--- src/sat_defs.vh ---
`ifndef SAT_DEFS_VH
`define SAT_DEFS_VH

// ----------------------------------------
// frame layout
// ----------------------------------------
`define SAT_START_BYTE 8'h02
`define SAT_CMD_READ_REQ 8'h10
`define SAT_CMD_WRITE_REQ 8'h11
`define SAT_CNF_BIT 8'h40
`define SAT_STATUS_OK 8'h00
`define SAT_STATUS_FAIL 8'h01

// ----------------------------------------
// settings
// ----------------------------------------
`define SAT_IDX_PROFILE 8'h09
`define SAT_IDX_FACTOR 8'h0A
`define SAT_PROFILE_RESET 8'h01
`define SAT_PROFILE_MAX 8'h0B
`define SAT_FACTOR_RESET 8'h02
`define SAT_FACTOR_MIN 8'h01
`define SAT_FACTOR_MAX 8'h0A
`define SAT_WRITE_LEN 16'h0002
`define SAT_READ_LEN 16'h0001

// ----------------------------------------
// timing
// ----------------------------------------
`define SAT_CLK_HZ 20000000
`define SAT_TICK_MS 1
`define SAT_MS_PER_S 16'h03E8
// profile 11 in the top entry, profile 0 in the bottom entry
`define SAT_ADV_MS_TABLE {16'h2800, 16'h1388, 16'h07D0, 16'h03E8, 16'h01F4, 16'h00FA, 16'h0078, 16'h0064, 16'h0050, 16'h003C, 16'h0028, 16'h0014}
`define SAT_WIN_MS_TABLE {16'h2800, 16'h186A, 16'h09C4, 16'h04E2, 16'h0258, 16'h0138, 16'h0096, 16'h0078, 16'h0064, 16'h0050, 16'h0032, 16'h0019}
`define SAT_CONN_S_TABLE {8'h23, 8'h14, 8'h0A, 8'h05, 8'h04, 8'h02, 8'h02, 8'h02, 8'h02, 8'h02, 8'h02, 8'h01}

`endif

--- src/sat_frame_rx.v ---
`timescale 1ns/1ps
`default_nettype none
`include "sat_defs.vh"

module sat_frame_rx (
  input wire clk,
  input wire rstn,
  input wire [7:0] in_byte,
  input wire in_take,
  output reg req_valid_q,
  output reg [7:0] req_cmd_q,
  output reg [15:0] req_len_q,
  output reg [7:0] req_index_q,
  output reg [7:0] req_param_q
);

  localparam ST_START = 3'h0;
  localparam ST_CMD = 3'h1;
  localparam ST_LEN_LO = 3'h2;
  localparam ST_LEN_HI = 3'h3;
  localparam ST_BODY = 3'h4;
  localparam ST_CS = 3'h5;

  reg [2:0] st_q;
  reg [7:0] cs_q;
  reg [15:0] left_q;
  reg [15:0] pos_q;

  always @(posedge clk) begin
    req_valid_q <= 1'b0;
    if (!rstn) begin
      st_q <= ST_START;
      cs_q <= 8'h00;
      left_q <= 16'h0000;
      pos_q <= 16'h0000;
      req_cmd_q <= 8'h00;
      req_len_q <= 16'h0000;
      req_index_q <= 8'h00;
      req_param_q <= 8'h00;
    end else if (in_take) begin
      cs_q <= cs_q ^ in_byte;
      case (st_q)
        ST_START: begin
          cs_q <= in_byte;
          if (in_byte == `SAT_START_BYTE) begin
            st_q <= ST_CMD;
          end
        end
        ST_CMD: begin
          req_cmd_q <= in_byte;
          st_q <= ST_LEN_LO;
        end
        ST_LEN_LO: begin
          left_q <= {8'h00, in_byte};
          st_q <= ST_LEN_HI;
        end
        ST_LEN_HI: begin
          req_len_q <= {in_byte, left_q[7:0]};
          left_q <= {in_byte, left_q[7:0]};
          pos_q <= 16'h0000;
          st_q <= ({in_byte, left_q[7:0]} == 16'h0000) ? ST_CS : ST_BODY;
        end
        ST_BODY: begin
          if (pos_q == 16'h0000) begin
            req_index_q <= in_byte;
          end
          if (pos_q == 16'h0001) begin
            req_param_q <= in_byte;
          end
          pos_q <= pos_q + 16'h0001;
          left_q <= left_q - 16'h0001;
          if (left_q == 16'h0001) begin
            st_q <= ST_CS;
          end
        end
        ST_CS: begin
          req_valid_q <= (in_byte == cs_q);
          st_q <= ST_START;
        end
        default: begin
          st_q <= ST_START;
        end
      endcase
    end
  end

endmodule

`default_nettype wire

--- src/sat_frame_tx.v ---
`timescale 1ns/1ps
`default_nettype none
`include "sat_defs.vh"

module sat_frame_tx (
  input wire clk,
  input wire rstn,
  input wire start,
  input wire [7:0] cmd,
  input wire [7:0] status,
  input wire [7:0] value,
  input wire has_value,
  input wire out_ready,
  output reg out_valid_q,
  output reg [7:0] out_byte_q
);

  reg [2:0] step_q;
  reg [7:0] cs_q;
  reg [7:0] cmd_q;
  reg [7:0] status_q;
  reg [7:0] value_q;
  reg has_value_q;
  reg [7:0] nxt;
  reg [2:0] step_n;

  // ----------------------------------------
  // byte for the following step
  // ----------------------------------------
  always @* begin
    step_n = step_q + 3'h1;
    case (step_n)
      3'h1: nxt = cmd_q;
      3'h2: nxt = has_value_q ? 8'h02 : 8'h01;
      3'h3: nxt = 8'h00;
      3'h4: nxt = status_q;
      3'h5: nxt = has_value_q ? value_q : cs_q;
      default: nxt = cs_q;
    endcase
  end

  always @(posedge clk) begin
    if (!rstn) begin
      step_q <= 3'h0;
      cs_q <= 8'h00;
      cmd_q <= 8'h00;
      status_q <= 8'h00;
      value_q <= 8'h00;
      has_value_q <= 1'b0;
      out_valid_q <= 1'b0;
      out_byte_q <= 8'h00;
    end else if (!out_valid_q) begin
      if (start) begin
        cmd_q <= cmd;
        status_q <= status;
        value_q <= value;
        has_value_q <= has_value;
        step_q <= 3'h0;
        cs_q <= `SAT_START_BYTE;
        out_byte_q <= `SAT_START_BYTE;
        out_valid_q <= 1'b1;
      end
    end else if (out_ready) begin
      if (step_q == (has_value_q ? 3'h6 : 3'h5)) begin
        out_valid_q <= 1'b0;
      end else begin
        step_q <= step_n;
        out_byte_q <= nxt;
        cs_q <= cs_q ^ nxt;
      end
    end
  end

endmodule

`default_nettype wire

--- src/sat_top.v ---
`timescale 1ns/1ps
`default_nettype none
`include "sat_defs.vh"

// Notes on behaviour
// The scan duty factor lives at settings index 10, takes 1 to 10, resets to 2, read and write.
// While scanning the scan interval is the duty factor times the window: scan, suspend, switch.
// The timing profile lives at settings index 9, takes 0 to 11, resets to 1, picks a timing set.
// When idle an advertising packet goes out once per profile advertising interval.
// When scanning the radio scans only during the window part of each scan interval.
// When scanning the channel switches each time one scan interval has passed.
// A connection request not answered within the profile setup timeout is reported failed.
// A write request frame is start, command 0x11, length low and high, index, parameters, checksum.
// A write is answered with command 0x51, length one, a status byte with 0x00 as success, checksum.
// A read request frame is start, command 0x10, length one, index, checksum.
// A read is answered with command 0x50, length of status plus value, status, value, checksum; a failed read gets length one and no value.
// The checksum is the xor of all earlier frame bytes, checked before a frame is acted on.
module sat_top #(
  parameter TICK_CYCLES = `SAT_CLK_HZ / 1000 * `SAT_TICK_MS
) (
  input wire clk,
  input wire rstn,
  input wire [7:0] rx_byte,
  input wire rx_valid,
  output reg rx_ready_q,
  output wire [7:0] tx_byte,
  output wire tx_valid,
  input wire tx_ready,
  input wire scan_mode,
  input wire conn_request,
  input wire conn_answer,
  output reg adv_send_q,
  output reg scan_on_q,
  output reg chan_switch_q,
  output reg conn_pending_q,
  output reg conn_fail_q,
  output reg [7:0] scan_timing_profile_q,
  output reg [7:0] scan_duty_factor_q
);

  localparam [191:0] ADV_TAB = `SAT_ADV_MS_TABLE;
  localparam [191:0] WIN_TAB = `SAT_WIN_MS_TABLE;
  localparam [95:0] CONN_TAB = `SAT_CONN_S_TABLE;

  // ----------------------------------------
  // request parsing
  // ----------------------------------------
  wire req_valid;
  wire [7:0] req_cmd;
  wire [15:0] req_len;
  wire [7:0] req_index;
  wire [7:0] req_param;
  wire rx_take;

  assign rx_take = rx_valid & rx_ready_q;

  sat_frame_rx u_rx (
    .clk(clk),
    .rstn(rstn),
    .in_byte(rx_byte),
    .in_take(rx_take),
    .req_valid_q(req_valid),
    .req_cmd_q(req_cmd),
    .req_len_q(req_len),
    .req_index_q(req_index),
    .req_param_q(req_param)
  );

  // ----------------------------------------
  // request decode
  // ----------------------------------------
  reg is_write;
  reg is_read;
  reg write_ok;
  reg read_ok;
  reg [7:0] read_val;

  always @* begin
    is_write = req_valid && (req_cmd == `SAT_CMD_WRITE_REQ);
    is_read = req_valid && (req_cmd == `SAT_CMD_READ_REQ);
    write_ok = 1'b0;
    read_ok = 1'b0;
    read_val = 8'h00;
    if (req_len == `SAT_WRITE_LEN) begin
      if (req_index == `SAT_IDX_PROFILE) begin
        write_ok = (req_param <= `SAT_PROFILE_MAX);
      end else if (req_index == `SAT_IDX_FACTOR) begin
        write_ok = (req_param >= `SAT_FACTOR_MIN) && (req_param <= `SAT_FACTOR_MAX);
      end
    end
    if (req_len == `SAT_READ_LEN) begin
      if (req_index == `SAT_IDX_PROFILE) begin
        read_ok = 1'b1;
        read_val = scan_timing_profile_q;
      end else if (req_index == `SAT_IDX_FACTOR) begin
        read_ok = 1'b1;
        read_val = scan_duty_factor_q;
      end
    end
  end

  // ----------------------------------------
  // settings
  // ----------------------------------------
  always @(posedge clk) begin
    if (!rstn) begin
      scan_timing_profile_q <= `SAT_PROFILE_RESET;
      scan_duty_factor_q <= `SAT_FACTOR_RESET;
    end else if (is_write && write_ok) begin
      if (req_index == `SAT_IDX_PROFILE) begin
        scan_timing_profile_q <= req_param;
      end else begin
        scan_duty_factor_q <= req_param;
      end
    end
  end

  // ----------------------------------------
  // confirmations
  // ----------------------------------------
  wire tx_start;
  wire [7:0] tx_cmd;
  wire [7:0] tx_status;
  wire tx_has_value;

  assign tx_start = is_write | is_read;
  assign tx_cmd = req_cmd | `SAT_CNF_BIT;
  assign tx_status = (is_write ? write_ok : read_ok) ? `SAT_STATUS_OK : `SAT_STATUS_FAIL;
  assign tx_has_value = is_read & read_ok;

  sat_frame_tx u_tx (
    .clk(clk),
    .rstn(rstn),
    .start(tx_start),
    .cmd(tx_cmd),
    .status(tx_status),
    .value(read_val),
    .has_value(tx_has_value),
    .out_ready(tx_ready),
    .out_valid_q(tx_valid),
    .out_byte_q(tx_byte)
  );

  // no new bytes while a confirmation is pending or being sent
  always @(posedge clk) begin
    if (!rstn) begin
      rx_ready_q <= 1'b0;
    end else begin
      rx_ready_q <= ~tx_valid & ~tx_start;
    end
  end

  // ----------------------------------------
  // millisecond tick
  // ----------------------------------------
  reg [31:0] div_q;
  reg tick_q;

  always @(posedge clk) begin
    if (!rstn) begin
      div_q <= 32'h00000000;
      tick_q <= 1'b0;
    end else if (div_q == TICK_CYCLES - 1) begin
      div_q <= 32'h00000000;
      tick_q <= 1'b1;
    end else begin
      div_q <= div_q + 32'h00000001;
      tick_q <= 1'b0;
    end
  end

  // ----------------------------------------
  // profile timing
  // ----------------------------------------
  wire [15:0] adv_ms;
  wire [15:0] win_ms;
  wire [7:0] conn_s;
  wire [19:0] interval_ms;
  wire [15:0] conn_ms;
  wire [19:0] period_ms;

  assign adv_ms = ADV_TAB[scan_timing_profile_q[3:0] * 16 +: 16];
  assign win_ms = WIN_TAB[scan_timing_profile_q[3:0] * 16 +: 16];
  assign conn_s = CONN_TAB[scan_timing_profile_q[3:0] * 8 +: 8];
  assign interval_ms = {4'h0, win_ms} * {12'h000, scan_duty_factor_q};
  assign conn_ms = conn_s * `SAT_MS_PER_S;
  assign period_ms = scan_mode ? interval_ms : {4'h0, adv_ms};

  // ----------------------------------------
  // scheduler
  // ----------------------------------------
  reg [19:0] phase_q;
  reg mode_q;
  wire wrap;

  assign wrap = tick_q && (phase_q + 20'h00001 >= period_ms);

  always @(posedge clk) begin
    if (!rstn) begin
      phase_q <= 20'h00000;
      mode_q <= 1'b0;
      adv_send_q <= 1'b0;
      chan_switch_q <= 1'b0;
      scan_on_q <= 1'b0;
    end else begin
      mode_q <= scan_mode;
      adv_send_q <= 1'b0;
      chan_switch_q <= 1'b0;
      if (mode_q != scan_mode) begin
        phase_q <= 20'h00000;
      end else if (wrap) begin
        phase_q <= 20'h00000;
        adv_send_q <= ~scan_mode;
        chan_switch_q <= scan_mode;
      end else if (tick_q) begin
        phase_q <= phase_q + 20'h00001;
      end
      scan_on_q <= scan_mode && (phase_q < {4'h0, win_ms});
    end
  end

  // ----------------------------------------
  // connection setup watch
  // ----------------------------------------
  reg [15:0] conn_left_q;

  always @(posedge clk) begin
    if (!rstn) begin
      conn_left_q <= 16'h0000;
      conn_pending_q <= 1'b0;
      conn_fail_q <= 1'b0;
    end else begin
      conn_fail_q <= 1'b0;
      if (conn_request) begin
        conn_left_q <= conn_ms;
        conn_pending_q <= 1'b1;
      end else if (conn_pending_q && conn_answer) begin
        conn_pending_q <= 1'b0;
      end else if (conn_pending_q && tick_q) begin
        if (conn_left_q <= 16'h0001) begin
          conn_pending_q <= 1'b0;
          conn_fail_q <= 1'b1;
        end else begin
          conn_left_q <= conn_left_q - 16'h0001;
        end
      end
    end
  end

endmodule

`default_nettype wire

--- config.mk ---
export PLATFORM = sky130hd
export DESIGN_NAME = sat_top
export DESIGN_NICKNAME = d
export VERILOG_FILES = /design/src/sat_frame_rx.v /design/src/sat_frame_tx.v /design/src/sat_top.v
export VERILOG_INCLUDE_DIRS = /design/src
export SDC_FILE = /design/constraint.sdc
export NUM_CORES = 1
export LEC_CHECK = 0
export BUFFER_PORTS_ARGS = -buffer_cell sky130_fd_sc_hd__buf_4
export CAP_MARGIN = 20
export CORE_ASPECT_RATIO = 0.8
export CORE_MARGIN = 10
export CORE_UTILIZATION = 59
export DETAILED_ROUTE_END_ITERATION = 16
export PLACE_DENSITY = 0.73
export SLEW_MARGIN = 25
export SYNTH_ARGS = -nofsm -noshare
export SYNTH_HDL_FRONTEND = slang
export SYNTH_HIERARCHICAL = 1
export SYNTH_SLANG_ARGS = --single-unit
--- constraint.sdc ---
create_clock -name clk -period 23 [get_ports clk]
set_input_delay 3.45 -clock clk [delete_from_list [all_inputs] [get_ports clk]]
set_output_delay 3.45 -clock clk [all_outputs]
set_load 0.01 [all_outputs]
# Yosys cells after proc, flatten, opt, wreduce, memory -nomap -nowiden
# Index checks and enable logic that the tools add are counted.
[word_totals] register_bits=221 in_bits=15 output_inout_bits=31 elab_cells=181
[op_classes] addsub=6 n_mul=2 order_cmp=6 eq_ne=29 n_shift=3 mux=48 bitwise_logic=16 n_reduce_logical=39
[op_table] operator="192-bit by 9-bit variable part select with 16-bit output, first input constant" count=2
[op_table] operator="8-bit 2-to-1 mux" count=12
[op_table] operator="96-bit by 8-bit variable part select with 8-bit output, first input constant" count=1
[op_table] operator="16-bit 2-to-1 mux" count=4
[op_table] operator="16-bit by 1-bit == test with 1-bit output, second input constant" count=3
[op_table] operator="16-bit one-hot mux with 3 select lines" count=1
[op_table] operator="8-bit one-hot mux with 5 select lines" count=1
[op_table] operator="32-bit by 1-bit adder with 32-bit output, second input constant" count=1
[op_table] operator="32-bit by 15-bit == test with 1-bit output, second input constant" count=1
[op_table] operator="16-bit zero test" count=2
[op_table] operator="16-bit one-hot mux with 2 select lines" count=1
[op_table] operator="16-bit by 1-bit subtractor with 16-bit output, second input constant" count=2
[op_table] operator="3-bit AND reduction" count=8
[op_table] operator="20-bit by 1-bit adder with 20-bit output, second input constant" count=1
[op_table] operator="20-bit >= comparator" count=1
[op_table] operator="20-bit by 16-bit < comparator with 1-bit output" count=1
[op_table] operator="16-bit by 8-bit multiplier with 20-bit output" count=1
[op_table] operator="20-bit 2-to-1 mux" count=1
[op_table] operator="1-bit 2-to-1 mux" count=19
[op_table] operator="3-bit 2-to-1 mux" count=6
[op_table] operator="16-bit by 1-bit adder with 16-bit output, second input constant" count=1
[op_table] operator="16-bit by 2-bit == test with 1-bit output, second input constant" count=1
[op_table] operator="8-bit by 4-bit == test with 1-bit output, second input constant" count=2
[op_table] operator="8-bit by 5-bit == test with 1-bit output, second input constant" count=2
[op_table] operator="28 further kinds" count=74

# Logic depth before layout (Yosys ltp)
[logic_depth] word_depth=7 ltp_mapped=32 mapped_depth_nobuf=28

# By module
# Netlist, hierarchy kept.
[modules_own_cells] mod="sat_top" instances=1 cells_each=1250 area_per_inst_um2=10284.9 seq_area_each_um2=1841.8
[modules_own_cells] mod="sat_frame_rx" instances=1 cells_each=487 area_per_inst_um2=4082.7 seq_area_each_um2=1681.6
[modules_own_cells] mod="sat_frame_tx" instances=1 cells_each=266 area_per_inst_um2=2159.6 seq_area_each_um2=900.9

# Worst setup path after synthesis
# Ideal clock, no wire load.
[synth_path] path_type="reg2reg" startpoint="register scan_timing_profile_q[1]" endpoint="register phase_q[10]" setup_ns=0.070 t_arrival_ns=7.305 t_required_ns=22.930 setup_slack_ns=15.624 stages_incl_launch_ff=32 n_path_buf=4 period_less_slack_ns=7.376 cell_sequence="dfxtp_1 > clkbuf_1 > inv_1 > ha_1 > nor2_1 > nand2_1 > o21ai_0 > o22ai_1 > and2_1 > fa_1 > fa_1 > fa_1 > inv_1 > fa_1 > inv_1 > ha_1 > clkbuf_1 > a21o_1 > a21o_1 > a221oi_1 > o21ai_0 > xnor2_1 > nand2_1 > ha_1 > or4_1 > a221o_1 > a221oi_1 > o21a_1 > buf_2 > buf_2 > nand3_1 > a21oi_1"
[synth_via] elab_chain_cells=6 word_cells_on_any_way=7 cone_classes="mul: 1; order compare: 1; shift: 2; mux: 1; reduce/logical: 2"
[synth_rtl] item="from (decl)" line="sat_top.v:37" text="output reg [7:0] scan_timing_profile_q,"
[synth_rtl] item="from (signal assigned)" line="sat_top.v:107" text="scan_timing_profile_q <= `SAT_PROFILE_RESET;"
[synth_rtl] item="from (signal assigned)" line="sat_top.v:111" text="scan_timing_profile_q <= req_param;"
[synth_rtl] item="192-bit by 9-bit variable part select with 16-bit output" line="sat_top.v:183" text="assign win_ms = WIN_TAB[scan_timing_profile_q[3:0] * 16 +: 16];"
[synth_rtl] item="16-bit by 8-bit multiplier with 20-bit output" line="sat_top.v:185" text="assign interval_ms = {4'h0, win_ms} * {12'h000, scan_duty_factor_q};"
[synth_rtl] item="20-bit 2-to-1 mux (*)" line="sat_top.v:187" text="assign period_ms = scan_mode ? interval_ms : {4'h0, adv_ms};"
[synth_rtl] item="20-bit >= comparator (*)" line="sat_top.v:196" text="assign wrap = tick_q && (phase_q + 20'h00001 >= period_ms);"
[synth_rtl] item="1-bit logical AND (*)" line="sat_top.v:196"
[synth_rtl] item="3-bit OR reduction (no source line) (*)"
[synth_rtl] item="to (signal assigned)" line="sat_top.v:216" text="phase_q <= phase_q + 20'h00001;"
[synth_rtl] item="to (decl)" line="sat_top.v:192" text="reg [19:0] phase_q;"
# Every way passes the cells marked *; elsewhere a longest branch is shown, timed or not.
# A chain may end at the register's enable or synchronous reset.

# Worst setup path after layout
[layout_path] startpoint="register scan_timing_profile_q[3]" endpoint="register phase_q[9]"
# The elaborated chain is that of the path after synthesis.

==> flow_metrics.env <==
export IMPL_holdPathStages=2
export IMPL_reg2regPathDepth=25
export IMPL_ioPinCount=46
export IMPL_status="completed"
export IMPL_finalSetupTns_ns=0
export IMPL_finalNetCount=2214
export IMPL_syn_inst=2003
export IMPL_end_kind="flip-flop"
export IMPL_rows=54
export IMPL_drt_iter0_drc=1333
export IMPL_cts_resized=0
export IMPL_insertion_delay_ns=0.55
export IMPL_cts_root_buf="clkbuf_16"
export IMPL_r2r_setup_slack_ns=14.00
export IMPL_worstHoldStart="u_tx/cmd_q[6]"
export IMPL_cp_arrival_ns=9.47
export IMPL_place_port_buffers=45
export IMPL_hold_viol_final=0
export IMPL_fin_skew_ns=0.0367
export IMPL_p_leak_uw=0.00766
export IMPL_critical_path_class="flip-flop to flip-flop"
export IMPL_synth_seq_cells=221
export IMPL_ys_warn_count=6
export IMPL_synth_edff_count=0
export IMPL_vias=14297
export IMPL_path_clk_slew_ns=0.07
export IMPL_hold_path_class="flip-flop to flip-flop"
export IMPL_netlist_area_mm2=0.0165
export IMPL_crit_fanout=25
export IMPL_grt_usage_pct=22.8
export IMPL_grt_max_degree=77
export IMPL_die_area_mm2=0.0351
export IMPL_cts_hold_fix_buffers=0
export IMPL_antennaDiodeCount=0
export IMPL_final_common_cell="nand2_1"
export IMPL_h_tree_depth=1
export IMPL_cts_tree="built"
export IMPL_r2r_end="phase_q[9]"
export IMPL_vias_per_cell=6.02
export IMPL_cts_sinks=221
export IMPL_ys_flop_type="dfxtp_1"
export IMPL_stdcell_count=2373
export IMPL_die_height_um=170
export IMPL_yosysUniqueCellTypes=97
export IMPL_hold_end="u_tx/cmd_q[6]"
export IMPL_wl_per_cell_um=17.5
export IMPL_ctsLongestPathBuffers=3
export IMPL_die_width_um=207
export IMPL_r2r_start="scan_timing_profile_q[3]"
export IMPL_drc=0
export IMPL_critPathLaunchType="flip-flop"
export IMPL_grt_pass1_vias=13476
export IMPL_worstMarginPinSlew_ns=0.993
export IMPL_fin_crit_ns=9.00
export IMPL_maxCapViolations=0
export IMPL_slew_viol_final=0
export IMPL_p_per_area_mw_per_mm2=47.0
export IMPL_slew_headroom_pct=33.8
export IMPL_ir_drop_mv=0.0661
export IMPL_ant_nets=0
export IMPL_ys_seq_area_share_pct=26.8
export IMPL_ys_async_sr_fraction_pct=0
export IMPL_finalWirelength_mm=41.5
export IMPL_placed_area_mm2=0.0170
export IMPL_syn2layout_area_growth_pct=7.87
export IMPL_postSynthAreaPerCell_um2=8.25
export IMPL_required_ns=23.47
export IMPL_mostFrequentLayoutCells="256 x nand2_1, 221 x dfxtp_1, 156 x nor2_1, 154 x inv_1, 144 x a21oi_1"
export IMPL_grt_pass1_wl_mm=68.9
export IMPL_finalCritPeriodShare_pct=39.1
export IMPL_drt_pass1_iter_count=5
export IMPL_grt_overflow_total=0
export IMPL_post_cts_buffers=0
export IMPL_dp_hpwl_mm=30.4
export IMPL_rsz0062_at_grt="false"
export IMPL_design_area_mm2=0.0178
export IMPL_gp_congestion=0.936
export IMPL_cts_buffers=25
export IMPL_layout_drive_gt1_share_pct=7.42
export IMPL_fmax_ghz=0.111
export IMPL_initial_core_util_pct=60.2
export IMPL_setup_violations=0
export IMPL_antenna_found_initial=0
export IMPL_dp_cells=2329
export IMPL_coreArea_mm2=0.0274
[registers in the layout, summed over array words and instances (netlist names), 8 cells and up]
signal and cells:
u_rx/req_index_q 8, u_rx/req_cmd_q 8, u_tx/cs_q 8, u_rx/left_q 16
scan_timing_profile_q 8, phase_q 20, u_tx/out_byte_q 8, u_tx/value_q 8
u_rx/req_len_q 16, u_tx/cmd_q 8, u_rx/pos_q 16, scan_duty_factor_q 8
u_rx/req_param_q 8, u_tx/status_q 8, conn_left_q 16, u_rx/cs_q 8
div_q 32
[stage by stage]
stage          total power, uW  util (%)  hold slack, ns  setup WS (ns)
4_1_cts                    842      65.0           0.454          14.13
3_5_place_dp               428      61.9           0.446          14.16
3_3_place_gp               427      61.8           0.440          14.51
2_1_floorplan              419         -           0.430          15.62
5_1_grt                    863      65.0           0.472          13.35
6_report                   837      65.0           0.452          14.00
[critical path, cell delays in order (launching register included)]
cell,delay (ns)
dfxtp_1,0.79
nor2b_1,0.66
o21ai_0,0.34
o21ai_1,0.50
nand2_1,0.18
fa_1,0.53
fa_1,0.54
inv_1,0.05
fa_1,0.52
inv_1,0.05
fa_1,0.53
inv_1,0.04
ha_1,0.33
o21ai_0,0.26
a211oi_1,0.12
a221oi_1,0.53
o21ai_0,0.21
xnor2_1,0.20
nand2_1,0.09
ha_1,0.22
or4_1,0.52
a221o_1,0.29
a221oi_1,0.37
o21a_1,0.62
a21bo_2,0.29
a21oi_1,0.12
[synthesized netlist by cell type (6+ instances only)]
cell type	count	area share (%)
and3_1	31	1.2
and2_1	81	3.1
o22ai_1	10	0.38
o211ai_1	11	0.50
xor2_1	41	2.2
dfxtp_1	221	27
a22o_1	10	0.53
fa_1	85	10
nor2b_1	11	0.42
o21ai_0	61	1.8
mux2i_1	42	2.5
nand2b_1	11	0.42
a21oi_1	144	4.4
buf_1	11	0.25
nand2_1	256	5.8
inv_1	154	3.5
mux2_2	11	0.75
o21a_1	10	0.45
nor3_1	44	1.3
or4_1	9	0.41
a21o_1	16	0.73
nor2_1	156	3.5
o21bai_1	7	0.32
nand3_1	64	1.9
nand4_1	20	0.76
a22oi_1	12	0.55
a211oi_1	23	1.0
a221oi_1	6	0.32
nor4_1	25	0.95
a31oi_1	13	0.49
or3_1	17	0.64
and4_1	10	0.53
ha_1	122	9.2
xnor2_1	64	3.4
buf_2	13	0.39
o21ai_1	7	0.21
or2_2	7	0.26
clkbuf_1	62	1.4
[final cells by class]
cell class / instances / area [um^2]
Timing Repair Buffer: 51 / 383
Multi-Input combinational cell: 1537 / 11100
Inverter: 156 / 586
Clock buffer: 32 / 692
Fill cell: 2378 / 9600
Tap cell: 364 / 455
Clock inverter: 12 / 164
Sequential cell: 221 / 4420
[metal layers]
layer	track usage [%]	vias to the layer above	part of all wire, %
met5	0	-	0
met4	4.21	0	1.4
met2	35.3	526	44
met1	32.9	6876	47
met3	3.79	53	7.8
li1	-	6842	-
[worst max path at each step]
stage	from	depth (start not counted)	to
after floorplan	scan_timing_profile_q[1]	31	phase_q[10]
after global placement	scan_timing_profile_q[3]	25	phase_q[9]
after detailed placement	scan_timing_profile_q[3]	25	phase_q[9]
after CTS	scan_timing_profile_q[3]	25	phase_q[9]
after global routing	scan_timing_profile_q[3]	25	phase_q[9]
final	scan_timing_profile_q[3]	25	phase_q[9]
[where the power goes]
group	switching (uW)	internal, uW
Clock	169	248
Sequential	2.80	386
Combinational	21.1	10.6
[cells by family (layout without fill, tap and decap cells)]
logic type               Yosys count  count (layout)  synth area share [%]
AO/OA/AOI/OAI                    370             370                  14.0
XOR/XNOR                         106             106                  5.66
adder cells (fa/ha/maj)          207             207                  19.5
buffers and inverters            251             251                  6.12
flip-flops                       221             221                  26.8
multiplexers                      58              58                  3.66
other                              2               8                0.0454
AND/OR/NAND/NOR                  788             788                  24.2
Power figures use the tool's default switching activity.
